**src/rtl/rph_pkg.sv**
```systemverilog
// Purpose: Shared constants for the receive packet handler
// Assumes: 20 MHz modem clock, bits arrive MSB first
// Notes: Configuration arrives as plain ports, no register bus
package rph_pkg;
  localparam int CLK_HZ = 20_000_000;
  localparam int FSK_MIN_BPS = 1_000;
  localparam int FSK_MAX_BPS = 500_000;
  localparam int OOK_MIN_BPS = 500;
  localparam int OOK_MAX_BPS = 120_000;
  // Clocks per bit; shortest bit rounds up, longest rounds down
  localparam logic [15:0] DIV_FSK_MIN = 16'((CLK_HZ + FSK_MAX_BPS - 1) / FSK_MAX_BPS);
  localparam logic [15:0] DIV_FSK_MAX = 16'(CLK_HZ / FSK_MIN_BPS);
  localparam logic [15:0] DIV_OOK_MIN = 16'((CLK_HZ + OOK_MAX_BPS - 1) / OOK_MAX_BPS);
  localparam logic [15:0] DIV_OOK_MAX = 16'(CLK_HZ / OOK_MIN_BPS);
  localparam logic [7:0] PRE_BYTE = 8'h55;
  localparam logic [7:0] PRE_MIN = 8'h03;
  localparam logic [7:0] PRE_DEF = 8'h04;
  localparam logic [31:0] SYNC_DEF = 32'h0000_2dd4;
  localparam logic [1:0] SYNC_DEF_LEN = 2'h1;
  localparam logic [15:0] CRC_POLY = 16'h8005;
  localparam logic [15:0] CRC_SEED = 16'hffff;
  localparam logic [7:0] SYNC_TIMEOUT = 8'h40;
  localparam int FIFO_W = 8;
  localparam int FIFO_D = 16;
  typedef enum logic [1:0] {
    ST_IDLE = 2'b00,
    ST_SYNC = 2'b01,
    ST_DATA = 2'b10,
    ST_CRC  = 2'b11
  } rph_state_t;
endpackage : rph_pkg

```
**src/rtl/rph_rx_packet_handler.sv**
```systemverilog
// Purpose: Receive packet handler: preamble, sync, Manchester, CRC, FIFO
// Assumes: rx_line is the demodulated level, synchronous to clk
// Notes: Outputs of the top are registered; FIFO has a registered head
`timescale 1ns/100ps

module rph_fifo #(
  parameter int W = 8,
  parameter int D = 16
) (
  // Clock and reset
  input wire logic clk,
  input wire logic rst,
  // Fill side
  input wire logic in_valid,
  output logic in_ready,
  input wire logic [W-1:0] in_data,
  // Drain side
  output logic out_valid,
  input wire logic out_ready,
  output logic [W-1:0] out_data
);
  localparam int AW = $clog2(D);
  logic [W-1:0] mem [D];
  logic [AW-1:0] wr_ptr, rd_ptr;
  logic [AW:0] count;
  logic do_wr, do_rd;

  assign in_ready = (count != (AW+1)'(D));
  assign do_wr = in_valid && in_ready;
  assign do_rd = (count != '0) && (!out_valid || out_ready);

  always_ff @(posedge clk)
  begin
    if (do_wr)
      mem[wr_ptr] <= in_data;
  end

  always_ff @(posedge clk)
  begin
    if (rst)
    begin
      wr_ptr <= '0;
      rd_ptr <= '0;
      count <= '0;
    end
    else
    begin
      if (do_wr)
        wr_ptr <= wr_ptr + 1'b1;
      if (do_rd)
        rd_ptr <= rd_ptr + 1'b1;
      count <= count + (AW+1)'(do_wr) - (AW+1)'(do_rd);
    end
  end

  // Head register keeps the host port flop-driven
  always_ff @(posedge clk)
  begin
    if (rst)
    begin
      out_valid <= 1'b0;
      out_data <= '0;
    end
    else if (do_rd)
    begin
      out_valid <= 1'b1;
      out_data <= mem[rd_ptr];
    end
    else if (out_ready)
      out_valid <= 1'b0;
  end
endmodule : rph_fifo

module rph_rx_packet_handler
  import rph_pkg::*;
(
  // Clock and reset
  input wire logic clk,
  input wire logic rst,
  // Demodulated stream
  input wire logic rx_line,
  input wire logic rx_enable,
  // Configuration
  input wire logic [15:0] rate_div,
  input wire logic ook_mode,
  input wire logic [7:0] preamble_len,
  input wire logic skip_preamble,
  input wire logic [1:0] sync_len,
  input wire logic [31:0] sync_word,
  input wire logic manchester_en,
  input wire logic crc_en,
  input wire logic [7:0] payload_len,
  // Host side
  output logic [7:0] rx_data,
  output logic rx_valid,
  input wire logic rx_ready,
  // Events and status
  output logic pkt_valid,
  output logic pkt_error,
  output logic sync_found,
  output logic rate_error,
  output logic busy
);
  rph_state_t state;
  logic [15:0] div_eff, chip_div, tick_cnt;
  logic tick, have_half, half, bit_stb, bit_val;
  logic [7:0] pre_bytes, to_cnt, byte_cnt, byte_sr, push_data;
  logic [10:0] alt_cnt;
  logic [31:0] shreg, next_shift, sync_eff, sync_mask;
  logic [1:0] sync_len_eff;
  logic [3:0] sync_byte_ok;
  logic sync_hit, push_valid, push_ready, ovf;
  logic [2:0] bit_cnt;
  logic [3:0] crc_bits;
  logic [15:0] crc, rx_crc, next_crc;

  // ****************************************
  // Rate and configuration
  // ****************************************
  always_comb
  begin
    div_eff = rate_div;
    if (ook_mode)
    begin
      if (rate_div < DIV_OOK_MIN)
        div_eff = DIV_OOK_MIN;
      else if (rate_div > DIV_OOK_MAX)
        div_eff = DIV_OOK_MAX;
    end
    else if (rate_div < DIV_FSK_MIN)
      div_eff = DIV_FSK_MIN;
    else if (rate_div > DIV_FSK_MAX)
      div_eff = DIV_FSK_MAX;
  end

  // Manchester sends two chips per bit
  assign chip_div = manchester_en ? {1'b0, div_eff[15:1]} : div_eff;
  assign pre_bytes = (preamble_len == 8'h00) ? PRE_DEF :
                     (preamble_len < PRE_MIN) ? PRE_MIN : preamble_len;
  assign sync_eff = (sync_word == 32'h0) ? SYNC_DEF : sync_word;
  assign sync_len_eff = (sync_word == 32'h0) ? SYNC_DEF_LEN : sync_len;
  assign next_shift = {shreg[30:0], bit_val};

  genvar gi;
  generate
    for (gi = 0; gi < 4; gi++)
    begin : g_sync
      assign sync_mask[gi*8 +: 8] = (2'(gi) <= sync_len_eff) ? 8'hff : 8'h00;
      assign sync_byte_ok[gi] = ((next_shift[gi*8 +: 8] ^ sync_eff[gi*8 +: 8])
                                 & sync_mask[gi*8 +: 8]) == 8'h00;
    end
  endgenerate
  assign sync_hit = &sync_byte_ok;

  // CRC bit step, MSB first
  assign next_crc = {crc[14:0], 1'b0} ^ ((crc[15] ^ bit_val) ? CRC_POLY : 16'h0000);

  always_ff @(posedge clk)
  begin
    if (rst)
      rate_error <= 1'b0;
    else
      rate_error <= (div_eff != rate_div);
  end

  // ****************************************
  // Chip sampling and Manchester decode
  // ****************************************
  always_ff @(posedge clk)
  begin
    if (rst || !rx_enable)
    begin
      tick_cnt <= 16'h0000;
      tick <= 1'b0;
    end
    else if (tick_cnt >= chip_div - 16'h0001)
    begin
      tick_cnt <= 16'h0000;
      tick <= 1'b1;
    end
    else
    begin
      tick_cnt <= tick_cnt + 16'h0001;
      tick <= 1'b0;
    end
  end

  always_ff @(posedge clk)
  begin
    if (rst || !rx_enable)
    begin
      have_half <= 1'b0;
      half <= 1'b0;
      bit_stb <= 1'b0;
      bit_val <= 1'b0;
    end
    else
    begin
      bit_stb <= 1'b0;
      if (tick && !manchester_en)
      begin
        bit_stb <= 1'b1;
        bit_val <= rx_line;
      end
      else if (tick && !have_half)
      begin
        have_half <= 1'b1;
        half <= rx_line;
      end
      else if (tick && rx_line != half)
      begin
        bit_stb <= 1'b1;
        bit_val <= half;
        have_half <= 1'b0;
      end
      else if (tick)
        half <= rx_line; // No transition: slip one chip to regain alignment
    end
  end

  // ****************************************
  // Framing state machine
  // ****************************************
  always_ff @(posedge clk)
  begin
    if (rst || !rx_enable)
    begin
      state <= ST_IDLE;
      shreg <= 32'h0;
      alt_cnt <= 11'h000;
      to_cnt <= 8'h00;
      bit_cnt <= 3'h0;
      byte_cnt <= 8'h00;
      byte_sr <= 8'h00;
      crc <= CRC_SEED;
      rx_crc <= 16'h0000;
      crc_bits <= 4'h0;
      sync_found <= 1'b0;
      pkt_valid <= 1'b0;
      pkt_error <= 1'b0;
      push_valid <= 1'b0;
      push_data <= 8'h00;
      ovf <= 1'b0;
    end
    else
    begin
      sync_found <= 1'b0;
      pkt_valid <= 1'b0;
      pkt_error <= 1'b0;
      push_valid <= 1'b0;
      if (push_valid && !push_ready)
        ovf <= 1'b1; // Radio cannot stall; a lost byte spoils the packet when crc_en is set
      if (bit_stb)
      begin
        shreg <= next_shift;
        case (state)
          ST_IDLE:
          begin
            // Alternating run must open with a zero, as in 55h
            if (alt_cnt != 11'h000 && bit_val != shreg[0] && alt_cnt != 11'h7ff)
              alt_cnt <= alt_cnt + 11'h001;
            else if (alt_cnt == 11'h000 || bit_val == shreg[0])
              alt_cnt <= bit_val ? 11'h000 : 11'h001;
            if (skip_preamble && sync_hit)
            begin
              state <= ST_DATA;
              sync_found <= 1'b1;
              // Counters restart here too; a packet may follow without a disable
              bit_cnt <= 3'h0;
              byte_cnt <= 8'h00;
              crc <= CRC_SEED;
              ovf <= 1'b0;
            end
            else if (!skip_preamble && alt_cnt + 11'h001 >= {pre_bytes, 3'b000}
                     && bit_val != shreg[0])
            begin
              state <= ST_SYNC;
              to_cnt <= 8'h00;
            end
          end
          ST_SYNC:
          begin
            to_cnt <= to_cnt + 8'h01;
            if (sync_hit)
            begin
              state <= ST_DATA;
              sync_found <= 1'b1;
              bit_cnt <= 3'h0;
              byte_cnt <= 8'h00;
              crc <= CRC_SEED;
              ovf <= 1'b0;
            end
            else if (to_cnt == SYNC_TIMEOUT)
            begin
              state <= ST_IDLE;
              alt_cnt <= 11'h000;
            end
          end
          ST_DATA:
          begin
            byte_sr <= {byte_sr[6:0], bit_val};
            crc <= next_crc;
            bit_cnt <= bit_cnt + 3'h1;
            if (bit_cnt == 3'h7)
            begin
              push_valid <= 1'b1;
              push_data <= {byte_sr[6:0], bit_val};
              byte_cnt <= byte_cnt + 8'h01;
              if (byte_cnt == payload_len - 8'h01)
              begin
                crc_bits <= 4'h0;
                if (crc_en)
                  state <= ST_CRC;
                else
                begin
                  state <= ST_IDLE;
                  alt_cnt <= 11'h000;
                  pkt_valid <= 1'b1;
                end
              end
            end
          end
          ST_CRC:
          begin
            rx_crc <= {rx_crc[14:0], bit_val};
            crc_bits <= crc_bits + 4'h1;
            if (crc_bits == 4'hf)
            begin
              state <= ST_IDLE;
              alt_cnt <= 11'h000;
              if (crc == {rx_crc[14:0], bit_val} && !ovf)
                pkt_valid <= 1'b1;
              else
                pkt_error <= 1'b1;
            end
          end
          default:
            state <= ST_IDLE;
        endcase
      end
    end
  end

  always_ff @(posedge clk)
  begin
    if (rst)
      busy <= 1'b0;
    else
      busy <= (state != ST_IDLE);
  end

  // ****************************************
  // Receive FIFO
  // ****************************************
  rph_fifo #(.W(FIFO_W), .D(FIFO_D)) u_fifo (
    .clk(clk),
    .rst(rst),
    .in_valid(push_valid),
    .in_ready(push_ready),
    .in_data(push_data),
    .out_valid(rx_valid),
    .out_ready(rx_ready),
    .out_data(rx_data)
  );
endmodule : rph_rx_packet_handler

```
**config.mk**
```make
export PLATFORM = sky130hd
export DESIGN_NAME = rph_rx_packet_handler
export DESIGN_NICKNAME = d
export VERILOG_FILES = /design/src/rtl/rph_pkg.sv /design/src/rtl/rph_rx_packet_handler.sv
export SDC_FILE = /design/constraint.sdc
export NUM_CORES = 1
export LEC_CHECK = 0
export ABC_AREA = 1
export BUFFER_PORTS_ARGS = -buffer_cell sky130_fd_sc_hd__buf_2
export CAP_MARGIN = 20
export CORE_MARGIN = 2
export CORE_UTILIZATION = 30
export DETAILED_ROUTE_END_ITERATION = 10
export HOLD_SLACK_MARGIN = 0.02
export RECOVER_POWER = 25
export SYNTH_ARGS = -nofsm -noshare
export SYNTH_HDL_FRONTEND = slang
export SYNTH_SLANG_ARGS = --single-unit
```
**constraint.sdc**
```tcl
create_clock -name clk -period 9.95 [get_ports clk]
set_clock_uncertainty 0.15 [all_clocks]
set_input_delay 1.4925 -clock clk [delete_from_list [all_inputs] [get_ports clk]]
set_output_delay 1.4925 -clock clk [all_outputs]
set_load 0.05 [all_outputs]
```
==> metrics.yaml <==
clock_tree:
  postCtsSetupBuffers: 0
  root_buffer: "clkbuf_16"
  cts_resized: 0
  cts_tree: "done"
  clk_path_buf_depth: 3
  hold_buffers: 0
  clock_latency_ns: 0.58
  clock-sinks: 291
  htree_levels: 1
  clk_pin_slew_ns: 0.06
  cts_buffers: 31
worst_hold_path:
  min_from: "have_half"
  hp-class: "reg2reg"
  hold-path-endpoint: "have_half"
  holdPathStages: 2
power_and_ir_drop:
  power_switching_w: 0.000889
  pwr-share-clk_pct: 37.2
  p_sw_share_pct: 29.9
  intPower_w: 0.00209
  power_w: 0.00297
  p_leak_nw: 6.50
  ir_drop_mv: 0.145
  power_frac_comb_pct: 18.9
  pwr-share-seq_pct: 43.9
  power_density_nw_per_um2: 175
detailed_routing:
  ant_nets: 0
  vias_per_cell: 4.85
  num_vias: 12400
  drt_iter0_drc: 810
  first_pass_iters: 7
  wl_um: 36500
  avgRoutedWirePerCell_um: 14.3
  drc: 0
synthesis:
  yosysUniqueCellTypes: 47
  ys_seq_elements: 291
  synthCells: 1804
  syn_avg_cell_area_sq_um: 8.26
  synthesis.nets: 1931
  syn_area_sq_um: 14900
  yosysWarningCount: 0
  synth-seq-area-share_pct: 47.7
place:
  place_inst: 2496
  hpwl_um: 25100
  gp_congestion: 0.849
  port_buffers: 88
  dpl_cell_area_sq_um: 15900
worst_setup_path:
  regToRegSetupSlack_ns: 5.67
  worstPathArrival_ns: 5.24
  critPathMaxFanout: 16
  crit_type: "in2reg"
  r2r-start: "alt_cnt[0]"
  cp.required_ns: 10.29
  crit_path_end_kind: "register"
  ff2ff_path_depth: 19
  reg2reg_to: "to_cnt[3]"
  cp-start-kind: "input pin"
cells_and_area:
  area_growth_pct: 13.8
  nets: 1994
  fillers: 4993
  fin_area_sq_um: 17000
  instances_no_fill: 2554
  drive_gt1_share_pct: 8.58
  seqCellArea_sq_um: 7110
  multiInputGateArea_sq_um: 6840
  utilization_pct: 34.6
timing:
  finalCritPeriodShare_pct: 49.2
  maxSlewViolCount: 0
  period_minus_slack_ns: 4.90
  setup_violations: 0
  max_freq_ghz: 0.204
  hold_violations: 0
  worst_pin_slew_ns: 0.898
  finalSetupTns_ns: 0
  rsz0062_at_grt: "no"
  relSlewSlack_pct: 40.1
global_routing:
  gr-total-overflow: 0
  first_global_vias: 11900
  grt_pass1_wl_um: 59600
  antenna_found_initial: 1
  grt_max_degree: 80
  grtUsageTotal_pct: 14.3
floorplan:
  ioPinCount: 89
  rows: 81
  initial_core_util_pct: 30.4
  die_h_um: 227
  die-area_sq_um: 51500
  fp.dieW_um: 227
  coreArea_sq_um: 49000
run_status:
  status: "finished, final reports clean"
run:
  drv_cap: 0
-- cell usage after synthesis (all sizes together) --
library cell	number	area share [%]
a211oi	6	0.30
a21o	2	0.10
a21oi	105	3.7
a22oi	1	0.050
a31oi	3	0.13
and2	1	0.042
buf	18	0.65
clkbuf	47	1.2
clkinv	4	0.10
dfxtp	163	22
edfxtp	128	26
fa	1	0.13
ha	51	4.3
inv	178	4.5
mux2i	19	1.3
nand2	314	8.0
nand3	136	4.7
nand3b	2	0.10
nand4	24	1.0
nor2	263	6.7
nor3	29	0.97
nor3b	7	0.35
nor4	11	0.46
o211a	1	0.067
o211ai	38	1.9
o21a	4	0.20
o21ai	121	4.1
o21bai	3	0.15
o221ai	20	1.2
o22ai	1	0.042
o31ai	1	0.050
o32ai	13	0.76
or2	4	0.17
xnor2	40	2.4
xor2	45	2.6
-- flip-flops by register name (all words and copies together) (netlist names), 2 cells and up --
signal and cells:
alt_cnt 11, bit_cnt 3, byte_cnt 8, byte_sr 7
crc 16, crc_bits 4, push_data 8, rx_crc 15
shreg 31, state 2, tick_cnt 16, to_cnt 8
u_fifo.count 5, u_fifo.mem 128, u_fifo.out_data 8, u_fifo.rd_ptr 4
u_fifo.wr_ptr 4
-- power by group through the flow --
stage | combinational, W | sequential, W | clock [W]
2_1_floorplan | 0.000347 | 0.00138 | 0
3_3_place_gp | 0.000519 | 0.00134 | 0
3_5_place_dp | 0.000531 | 0.00135 | 0
4_1_cts | 0.000534 | 0.00132 | 0.00114
5_1_grt | 0.000627 | 0.00131 | 0.00118
6_report | 0.000562 | 0.00131 | 0.00111
-- worst max-delay path by stage --
stage                 from      endpoint  slack, ns  cells after the start
2_1_floorplan  rate_div[8]   tick_cnt[0]       5.07                     27
3_5_place_dp   rate_div[8]   tick_cnt[7]       4.52                     25
4_1_cts        rate_div[8]   tick_cnt[7]       5.13                     25
5_1_grt        rate_div[8]   tick_cnt[7]       4.57                     25
6_report       rate_div[8]   tick_cnt[7]       5.05                     26
3_3_place_gp   rate_div[8]  tick_cnt[11]       4.65                     26
-- routing by layer --
layer / GRT usage [%] / up-vias / part of all wire, %
met5: 0 / - / 0
met4: 3.37 / 0 / 1.7
met3: 2.35 / 48 / 5.7
met2: 24.4 / 302 / 47
met1: 18.7 / 5805 / 46
li1: - / 6239 / -
-- kinds of logic after synthesis --
logic type | synth area share [%]
XOR/XNOR | 5.00
buffers and inverters | 6.41
AO/OA/AOI/OAI | 12.7
flip-flops | 47.7
multiplexers | 1.28
adder cells (fa/ha/maj) | 4.42
AND/OR/NAND/NOR | 22.5
-- critical path, stage by stage --
cell	delay (ns)
buf_2	0.12
nor2_1	0.18
nand3_1	0.10
nor2_1	0.29
nand3_1	0.15
nand2_1	0.08
nand2_1	0.06
inv_1	0.11
nand2_1	0.06
nand2_1	0.08
nand2_1	0.05
o21ai_1	0.15
ha_1	0.25
inv_1	0.05
nor2_1	0.20
nand2_1	0.09
xor2_1	0.13
inv_1	0.06
ha_1	0.18
a21o_1	0.17
a21oi_1	0.11
nor2_1	0.04
o21ai_0	0.20
nand4_1	0.15
or2_2	0.44
nor3b_1	0.22
-- per-stage QoR --
stage	hold WS, ns	worst slack [ns]
after floorplan	0.280	5.07
after global placement	0.295	4.65
after detailed placement	0.305	4.52
after CTS	0.315	5.13
after global routing	0.337	4.57
final	0.313	5.05
-- area by class of cell --
type                       instances  area share (%)
antenna                            1          0.0148
clock buffer                      43            4.96
clock inverter                    12           0.672
inverter                         182            4.03
multi-input combinational       1266            40.3
sequential                       291            41.9
tap                              664            4.90
timing repair buffer              95            3.14
-- cells in the final DEF (no fill, tap or decap), types with 3 or more instances in the layout --
cell type	instances
a211oi_1	6
a21oi_1	103
a31oi_1	3
buf_2	88
buf_4	5
clkbuf_1	10
clkbuf_16	31
clkinv_1	7
clkinv_2	5
dfxtp_1	161
edfxtp_1	128
ha_1	51
inv_1	171
inv_2	7
mux2i_1	19
nand2_1	309
nand2_2	4
nand3_1	134
nand4_1	24
nor2_1	260
nor3_1	29
nor3b_1	7
nor4_1	11
o211ai_1	38
o21a_1	4
o21ai_0	105
o21ai_1	16
o21bai_1	3
o221ai_1	20
o32ai_1	13
or2_2	4
xnor2_1	40
xor2_1	45
Note: power is estimated with default switching activity, not from simulation.
